[config.mk]
export PLATFORM = sky130hd
export DESIGN_NAME = gate_drive_sequencer
export DESIGN_NICKNAME = d
export VERILOG_FILES = /design/src/rtl/gate_seq_pkg.sv /design/src/rtl/phase_timer.sv /design/src/rtl/adaptive_current.sv /design/src/rtl/gate_drive_sequencer.sv
export SDC_FILE = /design/constraint.sdc
export NUM_CORES = 1
export LEC_CHECK = 0
export BUFFER_PORTS_ARGS = -buffer_cell sky130_fd_sc_hd__buf_2
export CAP_MARGIN = 20
export CORE_MARGIN = 4
export CORE_UTILIZATION = 55
export DETAILED_ROUTE_END_ITERATION = 8
export GPL_TIMING_DRIVEN = 1
export PLACE_DENSITY = 0.78
export SETUP_SLACK_MARGIN = 0.02
export SYNTH_ARGS = -nofsm -noshare
export SYNTH_HDL_FRONTEND = slang
export SYNTH_SLANG_ARGS = --single-unit
[constraint.sdc]
create_clock -name clk -period 12.05 [get_ports clk]
set_clock_uncertainty 0.1 [all_clocks]
set_input_delay 3.615 -clock clk [delete_from_list [all_inputs] [get_ports clk]]
set_output_delay 3.615 -clock clk [all_outputs]
set_load 0.02 [all_outputs]
[src/rtl/gate_seq_pkg.sv]
// Shared constants and types of the gate-drive sequencer
package gate_seq_pkg;
  // **********************************************************************
  // Widths
  // **********************************************************************
  localparam int CUR_W = 6;
  localparam int TIME_W = 8;
  localparam int DLY_W = 8;
  // **********************************************************************
  // Timing
  // **********************************************************************
  localparam int CLK_PERIOD_NS = 10;
  localparam int BD_PERIOD_NS = 80;
  localparam int BD_DIV = (BD_PERIOD_NS + CLK_PERIOD_NS - 1) / CLK_PERIOD_NS;
  // **********************************************************************
  // Current codes and modes
  // **********************************************************************
  localparam logic [CUR_W-1:0] CUR_MIN = 6'h00;
  localparam logic [CUR_W-1:0] CUR_STEP_SMALL = 6'h01;
  localparam logic [CUR_W-1:0] CUR_STEP_LARGE = 6'h02;
  localparam logic [CUR_W-1:0] CUR_RESET = 6'h00;
  localparam logic [DLY_W-1:0] DLY_RESET = 8'h00;
  localparam logic [DLY_W-1:0] DLY_MAX = 8'hFF;
  localparam logic [1:0] MODE_NO_PRE = 2'h0;
  localparam int MODE_ADAPT_BIT = 1;
  typedef enum logic [3:0] {
    ST_IDLE = 4'h0,
    ST_ON_CCP = 4'h1,
    ST_ON_PRE = 4'h2,
    ST_ON_CHG = 4'h3,
    ST_ON_POST = 4'h4,
    ST_ON_HOLD = 4'h5,
    ST_OFF_SYM = 4'h6,
    ST_OFF_PRE = 4'h7,
    ST_OFF_DIS = 4'h8,
    ST_OFF_FW = 4'h9,
    ST_OFF_HOLD = 4'hA
  } seq_state_t;
endpackage

[src/rtl/phase_timer.sv]
// Down counter in bridge-driver clock ticks
`timescale 1ns/1ns
module phase_timer #(
  parameter int W = 8
) (
  input wire logic clk,
  input wire logic rst,
  input wire logic tick,
  input wire logic load,
  input wire logic [W-1:0] load_value,
  output logic done
);
  logic [W-1:0] count;

  always_ff @(posedge clk or posedge rst)
  begin
    if (rst)
      count <= '0;
    else if (load)
      count <= load_value;
    else if (tick && count != '0)
      count <= count - 1'b1;
  end

  assign done = (count == '0);
endmodule

[src/rtl/adaptive_current.sv]
// Self-adapting gate current code with optional two-cycle filter
`timescale 1ns/1ns
module adaptive_current #(
  parameter int W = 6
) (
  input wire logic clk,
  input wire logic rst,
  input wire logic init_load,
  input wire logic [W-1:0] init_code,
  input wire logic [W-1:0] max_code,
  input wire logic adapt_en,
  input wire logic filter_sel,
  input wire logic step_sel,
  input wire logic update,
  input wire logic longer,
  input wire logic shorter,
  output logic [W-1:0] code
);
  logic prev_long;
  logic prev_short;
  logic up;
  logic down;
  logic [W-1:0] step;
  logic [W-1:0] base;
  logic [W:0] sum;
  logic [W:0] floor_sum;

  assign step = step_sel ? gate_seq_pkg::CUR_STEP_LARGE : gate_seq_pkg::CUR_STEP_SMALL;
  assign base = (code > max_code) ? max_code : code;
  // Filter needs both this and the previous result on the same side
  assign up = update && adapt_en && longer && (!filter_sel || prev_long);
  assign down = update && adapt_en && shorter && (!filter_sel || prev_short);
  assign sum = {1'b0, base} + {1'b0, step};
  assign floor_sum = {1'b0, gate_seq_pkg::CUR_MIN} + {1'b0, step};

  always_ff @(posedge clk or posedge rst)
  begin
    if (rst)
      code <= gate_seq_pkg::CUR_RESET;
    else if (init_load)
      code <= (init_code < max_code) ? init_code : max_code;
    else if (up)
      code <= (sum > {1'b0, max_code}) ? max_code : sum[W-1:0];
    else if (down)
      code <= ({1'b0, base} < floor_sum) ? gate_seq_pkg::CUR_MIN : base - step;
  end

  // History is cleared on init so a stale result cannot pair with a new one
  always_ff @(posedge clk or posedge rst)
  begin
    if (rst)
    begin
      prev_long <= 1'b0;
      prev_short <= 1'b0;
    end
    else if (init_load)
    begin
      prev_long <= 1'b0;
      prev_short <= 1'b0;
    end
    else if (update)
    begin
      prev_long <= longer;
      prev_short <= shorter;
    end
  end
endmodule

[src/rtl/gate_drive_sequencer.sv]
// Gate-drive phase sequencer for one PWM half-bridge
`timescale 1ns/1ns
module gate_drive_sequencer #(
  parameter int CUR_W = gate_seq_pkg::CUR_W,
  parameter int TIME_W = gate_seq_pkg::TIME_W,
  parameter int DLY_W = gate_seq_pkg::DLY_W,
  parameter int BD_DIV = gate_seq_pkg::BD_DIV
) (
  input wire logic clk,
  input wire logic rst,
  input wire logic pwm_input,
  input wire logic pwm_on_low_side,
  input wire logic bridge_pwm_enable,
  input wire logic enable_write_strobe,
  input wire logic active_freewheel_sel,
  input wire logic [1:0] gate_control_mode,
  input wire logic adapt_filter_sel,
  input wire logic adapt_step_sel,
  input wire logic [CUR_W-1:0] max_current_code,
  input wire logic [CUR_W-1:0] charge_current_code,
  input wire logic [CUR_W-1:0] discharge_current_code,
  input wire logic [CUR_W-1:0] freewheel_current_code,
  input wire logic [CUR_W-1:0] initial_precharge_code,
  input wire logic [CUR_W-1:0] initial_predischarge_code,
  input wire logic [TIME_W-1:0] precharge_duration,
  input wire logic [TIME_W-1:0] predischarge_duration,
  input wire logic [TIME_W-1:0] freewheel_protect_time,
  input wire logic [TIME_W-1:0] active_protect_time,
  input wire logic [TIME_W-1:0] drain_source_filter_time,
  input wire logic [DLY_W-1:0] target_turn_on_delay,
  input wire logic [DLY_W-1:0] target_turn_off_delay,
  input wire logic switch_node_high_threshold,
  input wire logic switch_node_low_threshold,
  output logic hs_source,
  output logic hs_sink,
  output logic [CUR_W-1:0] hs_current,
  output logic ls_source,
  output logic ls_sink,
  output logic [CUR_W-1:0] ls_current,
  output logic [DLY_W-1:0] turn_on_delay,
  output logic [DLY_W-1:0] turn_off_delay,
  output logic [CUR_W-1:0] adaptive_precharge_current,
  output logic [CUR_W-1:0] adaptive_predischarge_current
);
  // **********************************************************************
  // Declarations
  // **********************************************************************
  gate_seq_pkg::seq_state_t state;
  gate_seq_pkg::seq_state_t next_state;
  logic pwm_q;
  logic rise;
  logic fall;
  logic bd_tick;
  logic [$clog2(BD_DIV+1)-1:0] bd_count;
  logic phase_load;
  logic [TIME_W-1:0] phase_value;
  logic phase_done;
  logic prot_load;
  logic prot_done;
  logic on_trip;
  logic fw_ok;
  logic no_pre;
  logic [CUR_W-1:0] ramp;
  logic [CUR_W-1:0] pre_code;
  logic [CUR_W-1:0] predis_code;
  logic [DLY_W-1:0] on_cnt;
  logic [DLY_W-1:0] off_cnt;
  logic off_meas;
  logic on_update;
  logic off_update;
  logic on_long;
  logic off_long;
  logic init_load;
  logic act_src;
  logic act_snk;
  logic [CUR_W-1:0] act_code;
  logic fw_src;
  logic fw_snk;
  logic [CUR_W-1:0] fw_code;

  if (BD_DIV < 1 || CUR_W < 2 || TIME_W < 1 || DLY_W < 1)
  begin : bad_params
    $error("gate_drive_sequencer: unsupported parameter values");
  end

  // **********************************************************************
  // Edges, comparators and bridge-driver tick
  // **********************************************************************
  assign rise = pwm_input && !pwm_q;
  assign fall = !pwm_input && pwm_q;
  // Mirrored mapping swaps which comparator means on and off
  assign on_trip = pwm_on_low_side ? switch_node_low_threshold : switch_node_high_threshold;
  assign fw_ok = pwm_on_low_side ? switch_node_high_threshold : switch_node_low_threshold;
  assign no_pre = (gate_control_mode == gate_seq_pkg::MODE_NO_PRE);
  assign init_load = enable_write_strobe && bridge_pwm_enable;

  always_ff @(posedge clk or posedge rst)
  begin
    if (rst)
      pwm_q <= 1'b0;
    else
      pwm_q <= pwm_input;
  end

  always_ff @(posedge clk or posedge rst)
  begin
    if (rst)
    begin
      bd_count <= '0;
      bd_tick <= 1'b0;
    end
    else if (bd_count == $bits(bd_count)'(BD_DIV - 1))
    begin
      bd_count <= '0;
      bd_tick <= 1'b1;
    end
    else
    begin
      bd_count <= bd_count + 1'b1;
      bd_tick <= 1'b0;
    end
  end

  // **********************************************************************
  // Timers
  // **********************************************************************
  phase_timer #(.W(TIME_W)) u_phase_timer (
    .clk(clk),
    .rst(rst),
    .tick(bd_tick),
    .load(phase_load),
    .load_value(phase_value),
    .done(phase_done)
  );

  // Active protection runs alongside pre-discharge and discharge
  phase_timer #(.W(TIME_W)) u_prot_timer (
    .clk(clk),
    .rst(rst),
    .tick(bd_tick),
    .load(prot_load),
    .load_value(active_protect_time),
    .done(prot_done)
  );

  // **********************************************************************
  // Phase sequencing
  // **********************************************************************
  always_comb
  begin
    next_state = state;
    phase_load = 1'b0;
    phase_value = '0;
    prot_load = 1'b0;
    if (!bridge_pwm_enable)
      next_state = gate_seq_pkg::ST_IDLE;
    else if (rise)
    begin
      phase_load = 1'b1;
      if (active_freewheel_sel)
      begin
        next_state = gate_seq_pkg::ST_ON_CCP;
        phase_value = freewheel_protect_time;
      end
      else if (no_pre)
        next_state = gate_seq_pkg::ST_ON_CHG;
      else
      begin
        next_state = gate_seq_pkg::ST_ON_PRE;
        phase_value = precharge_duration;
      end
    end
    else if (fall)
    begin
      phase_load = 1'b1;
      if (active_freewheel_sel)
      begin
        next_state = gate_seq_pkg::ST_OFF_SYM;
        phase_value = freewheel_protect_time;
      end
      else
      begin
        prot_load = 1'b1;
        next_state = no_pre ? gate_seq_pkg::ST_OFF_DIS : gate_seq_pkg::ST_OFF_PRE;
        phase_value = predischarge_duration;
      end
    end
    else
    begin
      case (state)
        gate_seq_pkg::ST_ON_CCP:
          if (phase_done)
          begin
            phase_load = 1'b1;
            phase_value = precharge_duration;
            next_state = no_pre ? gate_seq_pkg::ST_ON_CHG : gate_seq_pkg::ST_ON_PRE;
          end
        gate_seq_pkg::ST_ON_PRE:
          if (phase_done)
            next_state = gate_seq_pkg::ST_ON_CHG;
        gate_seq_pkg::ST_ON_CHG:
          if (on_trip)
          begin
            phase_load = 1'b1;
            phase_value = drain_source_filter_time;
            next_state = gate_seq_pkg::ST_ON_POST;
          end
        gate_seq_pkg::ST_ON_POST:
          if (phase_done)
            next_state = gate_seq_pkg::ST_ON_HOLD;
        gate_seq_pkg::ST_OFF_SYM:
          if (phase_done)
          begin
            phase_load = 1'b1;
            prot_load = 1'b1;
            phase_value = predischarge_duration;
            next_state = no_pre ? gate_seq_pkg::ST_OFF_DIS : gate_seq_pkg::ST_OFF_PRE;
          end
        gate_seq_pkg::ST_OFF_PRE:
          if (phase_done)
            next_state = gate_seq_pkg::ST_OFF_DIS;
        gate_seq_pkg::ST_OFF_DIS:
          if (prot_done)
          begin
            phase_load = 1'b1;
            phase_value = drain_source_filter_time;
            next_state = gate_seq_pkg::ST_OFF_FW;
          end
        gate_seq_pkg::ST_OFF_FW:
          if (phase_done)
            next_state = gate_seq_pkg::ST_OFF_HOLD;
        default:
          next_state = state;
      endcase
    end
  end

  always_ff @(posedge clk or posedge rst)
  begin
    if (rst)
      state <= gate_seq_pkg::ST_IDLE;
    else
      state <= next_state;
  end

  // **********************************************************************
  // Post-charge ramp
  // **********************************************************************
  always_ff @(posedge clk or posedge rst)
  begin
    if (rst)
      ramp <= gate_seq_pkg::CUR_RESET;
    else if (state == gate_seq_pkg::ST_ON_CHG)
      ramp <= charge_current_code;
    else if (state == gate_seq_pkg::ST_ON_POST && bd_tick && ramp < max_current_code)
      ramp <= ramp + 1'b1;
  end

  // **********************************************************************
  // Delay measurement and adaptation
  // **********************************************************************
  // Turn-on delay runs from pre-charge (or charge) start to the on trip
  always_ff @(posedge clk or posedge rst)
  begin
    if (rst)
      on_cnt <= gate_seq_pkg::DLY_RESET;
    else if (state != gate_seq_pkg::ST_ON_PRE && state != gate_seq_pkg::ST_ON_CHG)
      on_cnt <= gate_seq_pkg::DLY_RESET;
    else if (bd_tick && on_cnt != gate_seq_pkg::DLY_MAX)
      on_cnt <= on_cnt + 1'b1;
  end

  // Turn-off delay runs from pre-discharge (or discharge) start to the off trip
  always_ff @(posedge clk or posedge rst)
  begin
    if (rst)
    begin
      off_cnt <= gate_seq_pkg::DLY_RESET;
      off_meas <= 1'b0;
    end
    else if ((next_state == gate_seq_pkg::ST_OFF_PRE || next_state == gate_seq_pkg::ST_OFF_DIS)
             && state != gate_seq_pkg::ST_OFF_PRE && state != gate_seq_pkg::ST_OFF_DIS)
    begin
      off_cnt <= gate_seq_pkg::DLY_RESET;
      off_meas <= 1'b1;
    end
    // A new rise of any kind ends an unfinished turn-off measurement
    else if (off_update || next_state == gate_seq_pkg::ST_IDLE || next_state == gate_seq_pkg::ST_ON_CCP
             || next_state == gate_seq_pkg::ST_ON_PRE || next_state == gate_seq_pkg::ST_ON_CHG)
      off_meas <= 1'b0;
    else if (off_meas && bd_tick && off_cnt != gate_seq_pkg::DLY_MAX)
      off_cnt <= off_cnt + 1'b1;
  end

  // Single trip per sequence gives at most one update per PWM cycle
  assign on_update = (state == gate_seq_pkg::ST_ON_CHG) && on_trip && next_state == gate_seq_pkg::ST_ON_POST;
  assign off_update = off_meas && fw_ok;
  assign on_long = on_cnt > target_turn_on_delay;
  assign off_long = off_cnt > target_turn_off_delay;

  always_ff @(posedge clk or posedge rst)
  begin
    if (rst)
    begin
      turn_on_delay <= gate_seq_pkg::DLY_RESET;
      turn_off_delay <= gate_seq_pkg::DLY_RESET;
    end
    else
    begin
      if (on_update)
        turn_on_delay <= on_cnt;
      if (off_update)
        turn_off_delay <= off_cnt;
    end
  end

  adaptive_current #(.W(CUR_W)) u_precharge (
    .clk(clk),
    .rst(rst),
    .init_load(init_load),
    .init_code(initial_precharge_code),
    .max_code(max_current_code),
    .adapt_en(gate_control_mode[gate_seq_pkg::MODE_ADAPT_BIT]),
    .filter_sel(adapt_filter_sel),
    .step_sel(adapt_step_sel),
    .update(on_update),
    .longer(on_long),
    .shorter(on_cnt < target_turn_on_delay),
    .code(pre_code)
  );

  adaptive_current #(.W(CUR_W)) u_predischarge (
    .clk(clk),
    .rst(rst),
    .init_load(init_load),
    .init_code(initial_predischarge_code),
    .max_code(max_current_code),
    .adapt_en(gate_control_mode[gate_seq_pkg::MODE_ADAPT_BIT]),
    .filter_sel(adapt_filter_sel),
    .step_sel(adapt_step_sel),
    .update(off_update),
    .longer(off_long),
    .shorter(off_cnt < target_turn_off_delay),
    .code(predis_code)
  );

  // **********************************************************************
  // Gate drive
  // **********************************************************************
  always_comb
  begin
    act_src = 1'b0;
    act_snk = 1'b1;
    act_code = discharge_current_code;
    fw_src = 1'b0;
    fw_snk = 1'b1;
    fw_code = freewheel_current_code;
    case (state)
      gate_seq_pkg::ST_ON_PRE:
      begin
        act_src = 1'b1;
        act_snk = 1'b0;
        act_code = pre_code;
      end
      gate_seq_pkg::ST_ON_CHG:
      begin
        act_src = 1'b1;
        act_snk = 1'b0;
        act_code = charge_current_code;
      end
      gate_seq_pkg::ST_ON_POST, gate_seq_pkg::ST_ON_HOLD, gate_seq_pkg::ST_OFF_SYM:
      begin
        act_src = 1'b1;
        act_snk = 1'b0;
        act_code = ramp;
      end
      gate_seq_pkg::ST_OFF_PRE:
        act_code = predis_code;
      gate_seq_pkg::ST_OFF_FW:
      begin
        fw_src = active_freewheel_sel && fw_ok;
        fw_snk = !fw_src;
      end
      gate_seq_pkg::ST_OFF_HOLD:
      begin
        fw_src = active_freewheel_sel;
        fw_snk = !fw_src;
      end
      default:
        act_code = discharge_current_code;
    endcase
  end

  // Registered outputs; mapping swaps the two gates
  always_ff @(posedge clk or posedge rst)
  begin
    if (rst)
    begin
      hs_source <= 1'b0;
      hs_sink <= 1'b0;
      hs_current <= gate_seq_pkg::CUR_RESET;
      ls_source <= 1'b0;
      ls_sink <= 1'b0;
      ls_current <= gate_seq_pkg::CUR_RESET;
    end
    else if (pwm_on_low_side)
    begin
      ls_source <= act_src;
      ls_sink <= act_snk;
      ls_current <= act_code;
      hs_source <= fw_src;
      hs_sink <= fw_snk;
      hs_current <= fw_code;
    end
    else
    begin
      hs_source <= act_src;
      hs_sink <= act_snk;
      hs_current <= act_code;
      ls_source <= fw_src;
      ls_sink <= fw_snk;
      ls_current <= fw_code;
    end
  end

  always_ff @(posedge clk or posedge rst)
  begin
    if (rst)
    begin
      adaptive_precharge_current <= gate_seq_pkg::CUR_RESET;
      adaptive_predischarge_current <= gate_seq_pkg::CUR_RESET;
    end
    else
    begin
      adaptive_precharge_current <= pre_code;
      adaptive_predischarge_current <= predis_code;
    end
  end
endmodule

==> summary.md, run 1 <==
| Metric | Value |
|---|---|
| Total placed instance area | `9780 µm²` |
| Synth area leader | `sky130_fd_sc_hd__dfrtp_1` |
| Number of antenna repair diodes | `0` |
| Floorplan die height | `135 µm` |
| Max Clock Freq | `114 MHz` |
| Post-synth EDFFs | `0` |
| Pin count of the biggest net entering global routing | `66` |
| TritonCTS sink count | `109` |
| DRT antenna net count | `0` |
| Starting Density | `0.562` |
| Slowest cell on the critical path | `sky130_fd_sc_hd__fa_1` |
| Fraction of the mapped netlist area in adder cells | `0.113` |
| Hold bufs inserted after CTS | `0` |
| Worst stage delay on the critical path | `0.44 ns` |
| Grt met2 use | `0.432` |
| Cells resized by post-CTS repair | `0` |
| 1st-iter DRT viols | `742` |
| Initial antenna violation count | `2` |
| H-tree Lvls | `3` |
| Portion of synthesized cell area occupied by the leading cell type | `0.305` |
| CP arrival | `8.96 ns` |
| Required time at the endpoint of the critical path | `12.20 ns` |
| DRC violations left | `0` |
| Area fraction in compound gates after synthesis | `0.224` |
| Number of search-and-repair iterations in the first detailed-routing pass | `6` |
| Number of buffers and inverters on the critical path | `5` |
| Routability congestion estimate | `0.945` |
| Clock tree from TritonCTS | `done` |
| Leak Pwr | `4.76 nW` |
| Total number of placement rows | `46` |
| Relative slew slack | `0.274` |
| Number of global-route vias before repair | `8099` |
| Worst-skew pair later-pin latency | `0.36 ns` |
| Cell class contributing the biggest share of worst-path delay | `compound AO/OA/AOI/OAI gates` |
| DP HPWL | `18800 µm` |
| Wire length of the first global-routing pass | `40600 µm` |
| Net count, final | `1336` |
| Cell area after synthesis | `8930 µm²` |
| Number of CTS-inserted buffers | `9` |
| Leading post-synthesis cells by instance count | `109 x sky130_fd_sc_hd__dfrtp_1, 100 x sky130_fd_sc_hd__nor2_1, 90 x sky130_fd_sc_hd__a21oi_1, 74 x sky130_fd_sc_hd__ha_1, 68 x sky130_fd_sc_hd__inv_1` |
| Final period utilization | `0.731` |
| Met1 layer usage reported by global route | `0.375` |
| Dominant cell by count in the synthesized netlist | `sky130_fd_sc_hd__dfrtp_1` |
| Drt total wl | `25100 µm` |
| Crit path launch type | `primary input` |
| Post-synthesis net count | `1219` |
| RSZ-0062 raised after global routing | `no` |
| Parity-gate share of the synthesized area counting xor and xnor cells | `0.0304` |
| Detailed-route wire length per cell | `18.3 µm` |
| Number of warnings reported in the yosys synthesis log | `0` |
| Flip-flop and latch count after synthesis | `109` |
| Die outline width | `135 µm` |
| Run status | `finished, final reports clean` |
| Mean area per synthesized cell | `8.62 µm²` |
| Number of top-level pins | `149` |
| Max-slew violations | `0` |
| Share of cell area taken by muxes after synthesis | `0.0878` |
| Total track usage | `0.273` |
| Setup Total Neg Slack | `0 ns` |
| Remaining global-route overflow | `0` |
| Count of vias placed by the detailed router | `8577` |
| Crit path cell chain | `buf_2 > inv_1 > ha_1 > a211o_1 > o211a_1 > o31ai_2 > buf_4 > mux2_2 > ha_1 > inv_1 > fa_1 > inv_1 > a31oi_1 > a21oi_1 > o211a_1 > ha_1 > a21o_1 > a21oi_1 > a21o_1 > and4_1 > mux2i_1 > nor2_1 > o31a_1` |
| Final hold violation count | `0` |
| Min cycle time layout | `8.81 ns` |
| Clock input transition at the sequential cells of the worst setup and hold paths | `0.08 ns` |
| Layout overhead on the synthesized area | `13.3%` |
| Busiest layer in global routing | `met2` |
| Share of the yosys chip area belonging to registers | `0.305` |
| Prevailing post-synth register cell | `sky130_fd_sc_hd__dfrtp_1` |
| CTS Root Cell | `sky130_fd_sc_hd__clkbuf_16` |
| Nature of the critical path endpoint | `flop` |
| Slew at the pin with the worst max-slew slack | `1.08 ns` |
| Setup Buffers After CTS | `0` |
| Clk buf depth | `2` |
| Async set-or-reset flop fraction in the synthesized netlist | `1.00` |
| # setup viols final | `0` |
| CP max FO | `23` |
| Met3 Use GR | `0.0602` |
| Number of distinct library cell variants in the gate-level netlist after synthesis | `82` |
| Simple-gate share of the synthesized area | `0.189` |
| Dominant combinational cell family by area after synthesis | `compound AO/OA/AOI/OAI gates` |
| Die Outline Area | `18300 µm²` |
| Fraction of final layout cells with drive strength greater than 1 | `0.206` |
| Top area cells in the synthesized netlist | `sky130_fd_sc_hd__dfrtp_1 31%, sky130_fd_sc_hd__ha_1 10%, sky130_fd_sc_hd__mux2_2 5.4%` |
| Max-capacitance violation count | `0` |
| Post-synthesis instance total | `1036` |
| Kind of critical path | `in -> reg` |
| Worst VDD drop | `0.0840 mV` |
| IO Port Bufs | `148` |
| Ratio of routed vias to standard cells | `6.24` |
| Core box area | `15900 µm²` |
| Final instance area | `10100 µm²` |
| Total power divided by cell area | `141 nW/µm²` |
| Type of the most critical hold path | `reg -> reg` |
==> flip-flops by register name (all words and copies together) (netlist names), 8 cells and up <==
name / count
off_cnt: 8
on_cnt: 8
turn_off_delay: 8
turn_on_delay: 8
u_phase_timer.count: 8
u_prot_timer.count: 8
==> worst reg2reg max path, stage by stage (launching register included) <==
cell and delay (ns):
sky130_fd_sc_hd__dfrtp_1 0.72, sky130_fd_sc_hd__ha_1 0.38, sky130_fd_sc_hd__and4_1 0.22, sky130_fd_sc_hd__o21a_1 0.14, sky130_fd_sc_hd__o31ai_2 0.23, sky130_fd_sc_hd__buf_4 0.32, sky130_fd_sc_hd__mux2_2 0.41, sky130_fd_sc_hd__ha_1 0.20
sky130_fd_sc_hd__inv_1 0.07, sky130_fd_sc_hd__fa_1 0.44, sky130_fd_sc_hd__inv_1 0.13, sky130_fd_sc_hd__a31oi_1 0.18, sky130_fd_sc_hd__a21oi_1 0.09, sky130_fd_sc_hd__o211a_1 0.16, sky130_fd_sc_hd__ha_1 0.29, sky130_fd_sc_hd__a21o_1 0.18
sky130_fd_sc_hd__a21oi_1 0.14, sky130_fd_sc_hd__a21o_1 0.24, sky130_fd_sc_hd__and4_1 0.30, sky130_fd_sc_hd__mux2i_1 0.22, sky130_fd_sc_hd__nor2_1 0.06, sky130_fd_sc_hd__o31a_1 0.28
==> layer usage <==
| layer | vias up | wire, µm | part of all wire |
|---|---|---|---|
| met2 | 399 | 11600 | 0.46 |
| met5 | - | 14 | 0.00056 |
| met1 | 4044 | 10800 | 0.43 |
| met4 | 4 | 508 | 0.020 |
| li1 | 4071 | - | - |
| met3 | 59 | 2170 | 0.086 |
==> cell type report <==
type | instances | area (µm²)
fillers | 1408 | 5760
inverters | 70 | 265
clock buffers | 9 | 225
well taps | 216 | 270
flip-flops and latches | 109 | 2730
multi-input cells | 807 | 5750
clock inverters | 7 | 92.6
repair buffers | 156 | 796
==> cell families after synthesis <==
kind of cell,count (synthesis)
AND/OR/NAND/NOR,330
AO/OA/AOI/OAI,295
buffers and inverters,120
flip-flops,109
adder cells (fa/ha/maj),78
multiplexers,73
XOR/XNOR,31
==> cell usage in the layout (no fill, tap or decap), types with 5 or more instances in the layout <==
master / netlist / final
sky130_fd_sc_hd__nand2b_1: 11 / 11
sky130_fd_sc_hd__and2_1: 7 / 7
sky130_fd_sc_hd__o21ai_0: 42 / 42
sky130_fd_sc_hd__nand3_1: 36 / 36
sky130_fd_sc_hd__nand2_1: 61 / 61
sky130_fd_sc_hd__o211ai_1: 9 / 9
sky130_fd_sc_hd__buf_2: 8 / 150
sky130_fd_sc_hd__a2bb2oi_1: 8 / 8
sky130_fd_sc_hd__nor2b_1: 14 / 14
sky130_fd_sc_hd__nor4_1: 6 / 6
sky130_fd_sc_hd__a21o_1: 15 / 15
sky130_fd_sc_hd__a211oi_1: 6 / 6
sky130_fd_sc_hd__inv_1: 68 / 67
sky130_fd_sc_hd__o21ai_1: 5 / 5
sky130_fd_sc_hd__xor2_1: 11 / 11
sky130_fd_sc_hd__o221ai_1: 6 / 6
sky130_fd_sc_hd__mux2_2: 43 / 43
sky130_fd_sc_hd__clkbuf_16: 0 / 9
sky130_fd_sc_hd__o22ai_1: 10 / 10
sky130_fd_sc_hd__or2_2: 5 / 5
sky130_fd_sc_hd__a21oi_1: 90 / 90
sky130_fd_sc_hd__nor2_1: 100 / 100
sky130_fd_sc_hd__buf_4: 0 / 6
sky130_fd_sc_hd__dfrtp_1: 109 / 109
sky130_fd_sc_hd__xnor2_1: 20 / 20
sky130_fd_sc_hd__o211a_1: 7 / 7
sky130_fd_sc_hd__or3_1: 11 / 11
sky130_fd_sc_hd__and3_1: 11 / 11
sky130_fd_sc_hd__nand4_1: 14 / 14
sky130_fd_sc_hd__a221oi_1: 6 / 6
sky130_fd_sc_hd__a2111oi_0: 6 / 6
sky130_fd_sc_hd__a211o_1: 6 / 6
sky130_fd_sc_hd__nor3_1: 18 / 18
sky130_fd_sc_hd__o31ai_1: 8 / 8
sky130_fd_sc_hd__mux2i_1: 30 / 30
sky130_fd_sc_hd__ha_1: 74 / 74
sky130_fd_sc_hd__a31oi_1: 17 / 17
sky130_fd_sc_hd__a221o_1: 11 / 11
sky130_fd_sc_hd__or4_1: 6 / 6
==> stage by stage <==
step                power, mW  cells  hold WS, ns  setup slack (ns)   util
floorplan               0.932   1036        0.276              2.97      -
global placement         1.09   1354        0.350              3.07  0.616
detailed placement       1.10   1354        0.371              3.01  0.616
CTS                      1.42   1370        0.384              3.40  0.636
global route             1.52   1374        0.415              2.81  0.637
finish                   1.43   1374        0.381              3.24  0.637
==> power by group <==
part	switching, mW	internal, mW
Clock	0.149	0.166
Combinational	0.354	0.256
Sequential	0.0790	0.422
==> final timing paths <==
check                                    startpoint                     end  slack [ns]  depth (start not counted)
max in group asynchronous                       rst  u_predischarge.code[0]        7.40                          3
worst min-delay path                    bd_count[3]                 bd_tick        0.38                          1
worst max register to register  u_precharge.code[4]     u_precharge.code[0]        6.44                         21
worst max-delay path            max_current_code[3]     u_precharge.code[0]        3.24                         23
min in group asynchronous                       rst       turn_off_delay[6]        3.20                          2
worst min register to register          bd_count[3]                 bd_tick        0.38                          1
Note: power is estimated with default switching activity, not from simulation.
==> run 2, diff against run 1 <==
CORE_UTILIZATION = 52   (was 55)
clock period = 8.1 ns   (was 12.05 ns; I/O delays follow)
==> summary.md, run 2 (synthesis results as in run 1) <==
| Metric | Value |
|---|---|
| Run status | `finished, final reports clean (unchanged)` |
| Detailed-route wire length per cell | `18.6 µm (was 18.3 µm)` |
| Max-capacitance violation count | `0 (unchanged)` |
| Slowest cell on the critical path | `sky130_fd_sc_hd__fa_1 (unchanged)` |
| DRC violations left | `0 (unchanged)` |
| Core box area | `16700 µm² (was 15900 µm²)` |
| Starting Density | `0.535 (was 0.562)` |
| Number of CTS-inserted buffers | `9 (unchanged)` |
| Worst stage delay on the critical path | `0.52 ns (was 0.44 ns)` |
| Number of antenna repair diodes | `0 (unchanged)` |
| Clock tree from TritonCTS | `done (unchanged)` |
| Number of global-route vias before repair | `8256 (was 8099)` |
| Final hold slack | `0.371 ns (was 0.381 ns)` |
| Worst-skew pair later-pin latency | `0.36 ns (about the same)` |
| Kind of critical path | `in -> reg (unchanged)` |
| Highest-count cells in the layout ignoring fill and taps | `148 x sky130_fd_sc_hd__buf_2, 109 x sky130_fd_sc_hd__dfrtp_1, 100 x sky130_fd_sc_hd__nor2_1 (was 150 x sky130_fd_sc_hd__buf_2, 109 x sky130_fd_sc_hd__dfrtp_1, 100 x sky130_fd_sc_hd__nor2_1)` |
| Non-filler instance count after layout | `1384 (was 1374)` |
| Number of inserted filler cells in the final layout | `1486 (was 1408)` |
| Crit path launch type | `primary input (unchanged)` |
| Floorplan die height | `139 µm (was 135 µm)` |
| Library cell appearing most often on the critical path | `sky130_fd_sc_hd__inv_1` |
| Combined area of the multi-input logic cells | `5750 µm² (unchanged)` |
| Die Outline Area | `19300 µm² (was 18300 µm²)` |
| Fraction of final layout cells with drive strength greater than 1 | `0.210 (was 0.206)` |
| Final hold violation count | `0 (unchanged)` |
| Fraction of the core area covered by cells at the end of the flow | `0.608 (was 0.637)` |
| Pin count of the biggest net entering global routing | `60 (was 66)` |
| Net count, final | `1342 (was 1336)` |
| Setup Total Neg Slack | `0 ns (unchanged)` |
| Wire length of the first global-routing pass | `41900 µm (was 40600 µm)` |
| Total number of placement rows | `47 (was 46)` |
| CP max FO | `22 (was 23)` |
| Clock input transition at the sequential cells of the worst setup and hold paths | `0.08 ns (about the same)` |
| Total track usage | `0.261 (was 0.273)` |
| DP HPWL | `19400 µm (was 18800 µm)` |
| Number of search-and-repair iterations in the first detailed-routing pass | `5 (was 6)` |
| Nature of the critical path endpoint | `flop (unchanged)` |
| Cell class contributing the biggest share of worst-path delay | `compound AO/OA/AOI/OAI gates (unchanged)` |
| Crit path cell chain | `buf_2 > inv_1 > ha_1 > a211o_1 > o211a_1 > o31ai_2 > buf_4 > nand2_1 > o21ai_0 > inv_1 > fa_1 > inv_1 > a31oi_1 > a21oi_1 > o211a_1 > ha_1 > a21o_1 > a21oi_1 > a21o_1 > and4_1 > mux2i_1 > nor2_1 > o31a_1 (was buf_2 > inv_1 > ha_1 > a211o_1 > o211a_1 > o31ai_2 > buf_4 > mux2_2 > ha_1 > inv_1 > fa_1 > inv_1 > a31oi_1 > a21oi_1 > o211a_1 > ha_1 > a21o_1 > a21oi_1 > a21o_1 > and4_1 > mux2i_1 > nor2_1 > o31a_1)` |
| Relative slew slack | `0.304 (was 0.274)` |
| RSZ-0062 raised after global routing | `no (unchanged)` |
| Slew at the pin with the worst max-slew slack | `1.04 ns (was 1.08 ns)` |
| Remaining global-route overflow | `0 (unchanged)` |
| Initial antenna violation count | `1 (was 2)` |
| Final instance area | `10200 µm² (was 10100 µm²)` |
| Final worst slack | `0.851 ns (was 3.24 ns)` |
| Clk buf depth | `2 (unchanged)` |
| Die outline width | `139 µm (was 135 µm)` |
| Drt total wl | `25800 µm (was 25100 µm)` |
| Ratio of routed vias to standard cells | `6.18 (was 6.24)` |
| DRT antenna net count | `0 (unchanged)` |
| Max Clock Freq | `138 MHz` |
| Min cycle time layout | `7.25 ns` |
| Placed Cells | `1365 (was 1354)` |
| Commonest non-fill, non-tap cell in the layout | `sky130_fd_sc_hd__buf_2 (unchanged)` |
| Cells resized by post-CTS repair | `0 (unchanged)` |
| CP arrival | `7.40 ns (was 8.96 ns)` |
| Number of buffers and inverters on the critical path | `5 (unchanged)` |
| Hold bufs inserted after CTS | `0 (unchanged)` |
| CTS Root Cell | `sky130_fd_sc_hd__clkbuf_16 (unchanged)` |
| H-tree Lvls | `3 (unchanged)` |
| Setup Buffers After CTS | `0 (unchanged)` |
| IO Port Bufs | `148 (unchanged)` |
| # setup viols final | `0 (unchanged)` |
| Required time at the endpoint of the critical path | `8.25 ns (was 12.20 ns)` |
| Post-route total power | `2.11 mW (was 1.43 mW)` |
| 1st-iter DRT viols | `723 (was 742)` |
| Count of vias placed by the detailed router | `8552 (was 8577)` |
| Worst VDD drop | `0.122 mV (was 0.0840 mV)` |
| Type of the most critical hold path | `reg -> reg (unchanged)` |
| Layout overhead on the synthesized area | `13.6% (was 13.3%)` |
| Leak Pwr | `4.79 nW (was 4.76 nW)` |
| TritonCTS sink count | `109 (unchanged)` |
| Setup slack after placement | `0.573 ns (was 3.01 ns)` |
| Final period utilization | `0.895` |
| Max-slew violations | `0 (unchanged)` |
| Number of top-level pins | `149 (unchanged)` |
| Total placed instance area | `9840 µm² (was 9780 µm²)` |
| Routability congestion estimate | `0.970 (was 0.945)` |
| Total power divided by cell area | `208 nW/µm² (was 141 nW/µm²)` |
| Area used by sequential logic in the layout | `2730 µm² (unchanged)` |
run 2: changes by cell type in the layout (fill, tap and decap cells not counted):
| cell | delta |
|---|---|
| sky130_fd_sc_hd__clkbuf_2 | +1 |
| sky130_fd_sc_hd__clkinvlp_4 | -2 |
| sky130_fd_sc_hd__buf_2 | -2 |
| sky130_fd_sc_hd__inv_6 | +2 |
| sky130_fd_sc_hd__buf_4 | +7 |
| sky130_fd_sc_hd__bufinv_16 | -1 |
| sky130_fd_sc_hd__clkbuf_1 | +1 |
run 2: area by class of cell:
| class | count | area share |
|---|---|---|
| clock inverters | 6 | 0.00641 |
| clock buffers | 10 | 0.0226 |
| well taps | 220 | 0.0271 |
| inverters | 70 | 0.0261 |
| repair buffers | 162 | 0.0831 |
| multi-input cells | 807 | 0.566 |
| flip-flops and latches | 109 | 0.269 |
run 2: path summary, 6_finish.rpt:
| check | slack (ns) | cells after the start | end | from |
|---|---|---|---|---|
| setup reg to reg | 2.55 | 21 | u_precharge.code[0] | u_precharge.code[3] |
| max in group asynchronous | 4.63 | 3 | ls_current[4] | rst |
| hold reg to reg | 0.37 | 1 | bd_tick | bd_count[3] |
| hold / removal | 0.37 | 1 | bd_tick | bd_count[3] |
| min in group asynchronous | 2.10 | 2 | turn_off_delay[4] | rst |
| setup / recovery | 0.85 | 23 | u_precharge.code[0] | max_current_code[3] |
run 2: report_power, final:
| part | total, mW | leakage, nW | switching, mW | internal [mW] |
|---|---|---|---|---|
| clock network | 0.448 | 0.144 | 0.229 | 0.219 |
| registers | 0.751 | 1.36 | 0.124 | 0.627 |
| logic | 0.913 | 3.29 | 0.528 | 0.385 |
| total | 2.11 | 4.79 | 0.881 | 1.23 |
run 2: per-layer routing:
metal  vias to the layer above  global-route usage  wire (µm)
li1                       4079                   -          -
met1                      4042               0.361      11300
met2                       372               0.414      11800
met3                        57              0.0510       1970
met4                         2              0.0865        727
met5                         -                   0         13
==> run 3, diff against run 2 <==
CORE_ASPECT_RATIO = 1.1   (was not set)
PLACE_DENSITY = 0.79   (was 0.78)
SKIP_CTS_REPAIR_TIMING = 1   (was not set)
==> summary.md, run 3 (synthesis results as in run 1) <==
| Metric | Value |
|---|---|
| Setup Total Neg Slack | `0 ns (unchanged)` |
| Clock input transition at the sequential cells of the worst setup and hold paths | `0.08 ns (about the same)` |
| Met1 layer usage reported by global route | `0.328 (was 0.361)` |
| Total number of placement rows | `50 (was 47)` |
| Routability congestion estimate | `1.00 (was 0.970)` |
| CTS Root Cell | `sky130_fd_sc_hd__clkbuf_16 (unchanged)` |
| Number of inserted filler cells in the final layout | `1536 (was 1486)` |
| Layout overhead on the synthesized area | `13.9% (was 13.6%)` |
| Die outline width | `133 µm (was 139 µm)` |
| Total power divided by cell area | `209 nW/µm² (was 208 nW/µm²)` |
| H-tree Lvls | `3 (unchanged)` |
| RSZ-0062 raised after global routing | `no (unchanged)` |
| Final hold violation count | `0 (unchanged)` |
| Number of antenna repair diodes | `0 (unchanged)` |
| Final hold slack | `0.370 ns (was 0.371 ns)` |
| Slew at the pin with the worst max-slew slack | `1.15 ns (was 1.04 ns)` |
| Combined area of the multi-input logic cells | `5750 µm² (unchanged)` |
| Remaining global-route overflow | `0 (unchanged)` |
| CP arrival | `7.38 ns (was 7.40 ns)` |
| Final period utilization | `0.888 (was 0.895)` |
| Number of search-and-repair iterations in the first detailed-routing pass | `5 (unchanged)` |
| DRC violations left | `0 (unchanged)` |
| Detailed-route wire length per cell | `18.4 µm (was 18.6 µm)` |
| Run status | `finished, final reports clean (unchanged)` |
| Busiest layer in global routing | `met2 (unchanged)` |
| Required time at the endpoint of the critical path | `8.29 ns (was 8.25 ns)` |
| Highest-count cells in the layout ignoring fill and taps | `149 x sky130_fd_sc_hd__buf_2, 109 x sky130_fd_sc_hd__dfrtp_1, 100 x sky130_fd_sc_hd__nor2_1 (was 148 x sky130_fd_sc_hd__buf_2, 109 x sky130_fd_sc_hd__dfrtp_1, 100 x sky130_fd_sc_hd__nor2_1)` |
| Worst-skew pair later-pin latency | `0.36 ns (about the same)` |
| Non-filler instance count after layout | `1398 (was 1384)` |
| Initial antenna violation count | `0 (was 1)` |
| Kind of critical path | `in -> reg (unchanged)` |
| Starting Density | `0.527 (was 0.535)` |
| DP HPWL | `19400 µm (about the same)` |
| Area used by sequential logic in the layout | `2730 µm² (unchanged)` |
| Clock tree from TritonCTS | `done (unchanged)` |
| Wire length of the first global-routing pass | `41800 µm (was 41900 µm)` |
| Relative slew slack | `0.229 (was 0.304)` |
| Core box area | `17000 µm² (was 16700 µm²)` |
| Max-capacitance violation count | `0 (unchanged)` |
| TritonCTS sink count | `109 (unchanged)` |
| Met3 Use GR | `0.0325 (was 0.0510)` |
| Leak Pwr | `4.79 nW (about the same)` |
| Slowest cell on the critical path | `sky130_fd_sc_hd__a311oi_2 (was sky130_fd_sc_hd__fa_1)` |
| Min cycle time layout | `7.20 ns (was 7.25 ns)` |
| Placed Cells | `1382 (was 1365)` |
| Fraction of final layout cells with drive strength greater than 1 | `0.210 (about the same)` |
| Number of top-level pins | `149 (unchanged)` |
| Pin count of the biggest net entering global routing | `64 (was 60)` |
| Number of global-route vias before repair | `8315 (was 8256)` |
| # setup viols final | `0 (unchanged)` |
| Library cell appearing most often on the critical path | `sky130_fd_sc_hd__a21oi_1 (was sky130_fd_sc_hd__inv_1)` |
| Worst R2R Setup Slack | `2.69 ns (was 2.55 ns)` |
| Max Clock Freq | `139 MHz (was 138 MHz)` |
| IO Port Bufs | `148 (unchanged)` |
| Floorplan die height | `145 µm (was 139 µm)` |
| Nature of the critical path endpoint | `flop (unchanged)` |
| Worst stage delay on the critical path | `0.46 ns (was 0.52 ns)` |
| Count of vias placed by the detailed router | `8525 (was 8552)` |
| Grt met2 use | `0.448 (was 0.414)` |
| CP max FO | `10 (was 22)` |
| Die Outline Area | `19300 µm² (about the same)` |
| Total track usage | `0.263 (was 0.261)` |
| Clk buf depth | `2 (unchanged)` |
| Crit path launch type | `primary input (unchanged)` |
| Type of the most critical hold path | `reg -> reg (unchanged)` |
| 1st-iter DRT viols | `735 (was 723)` |
| Net count, final | `1343 (was 1342)` |
| Number of CTS-inserted buffers | `9 (unchanged)` |
| Commonest non-fill, non-tap cell in the layout | `sky130_fd_sc_hd__buf_2 (unchanged)` |
| DRT antenna net count | `0 (unchanged)` |
| Drt total wl | `25700 µm (was 25800 µm)` |
| Crit path cell chain | `buf_2 > inv_1 > ha_1 > a21oi_1 > nand2_1 > o21ai_1 > mux2_2 > ha_1 > inv_1 > fa_1 > nor2_1 > xnor2_1 > nor2_1 > a21oi_1 > ha_1 > a21o_1 > a21oi_1 > a21oi_1 > a311oi_2 > buf_4 > mux2i_1 > or2_2 > a31oi_1 (was buf_2 > inv_1 > ha_1 > a211o_1 > o211a_1 > o31ai_2 > buf_4 > nand2_1 > o21ai_0 > inv_1 > fa_1 > inv_1 > a31oi_1 > a21oi_1 > o211a_1 > ha_1 > a21o_1 > a21oi_1 > a21o_1 > and4_1 > mux2i_1 > nor2_1 > o31a_1)` |
| Fraction of the core area covered by cells at the end of the flow | `0.600 (was 0.608)` |
| Ratio of routed vias to standard cells | `6.10 (was 6.18)` |
| Worst VDD drop | `0.120 mV (was 0.122 mV)` |
| Max-slew violations | `0 (unchanged)` |
-- run 3: changes by cell type in the layout (fill, tap and decap cells not counted), sizes merged --
cell	change
inv	-1
bufinv	+1
buf	+2
clkinv	-1
clkinvlp	+1
clkbuf	-2
-- run 3: per-stage QoR --
step	instance area, µm²	setup slack (ns)	power (mW)
final	10200	0.905	2.13
after global routing	10200	0.627	2.27
after CTS	10200	1.01	2.12
after detailed placement	9870	0.663	1.66
after global placement	9870	0.790	1.64
after floorplan	8930	0.206	1.39
-- run 3: metal layers --
metal,wire length [µm],vias to the layer above
li1,-,4079
met1,10600,4014
met2,12600,350
met3,1520,82
met4,1090,0
met5,0,-
-- run 3: path summary, 6_finish.rpt --
kind,startpoint,to,depth (start not counted)
setup / recovery,max_current_code[5],u_predischarge.code[3],23
min in group asynchronous,rst,hs_sink,2
max in group asynchronous,rst,turn_on_delay[1],3
hold reg to reg,bd_count[0],bd_count[0],1
setup reg to reg,u_precharge.code[3],u_precharge.code[0],20
hold / removal,bd_count[0],bd_count[0],1
-- run 3: cell type report --
class	count	share of cell area
Clock buffer	9	0.0221
Clock inverter	6	0.00676
Inverter	70	0.0261
Multi-Input combinational cell	807	0.565
Sequential cell	109	0.268
Tap cell	234	0.0288
Timing Repair Buffer	163	0.0836
-- run 3: critical path, delay by kind of cell --
kind            cells  cell delay (ns)
compound gates      8             1.80
xor+xnor            1             0.13
fa+ha+maj           4             1.23
buf+inv             4             0.80
mux                 2             0.34
simple gates        4             0.64
-- run 3: power by group --
| group | internal, mW | switching (mW) | leakage [nW] |
|---|---|---|---|
| Clock | 0.242 | 0.223 | 0.143 |
| Combinational | 0.389 | 0.529 | 3.29 |
| Sequential | 0.627 | 0.119 | 1.36 |
| Total | 1.26 | 0.872 | 4.79 |
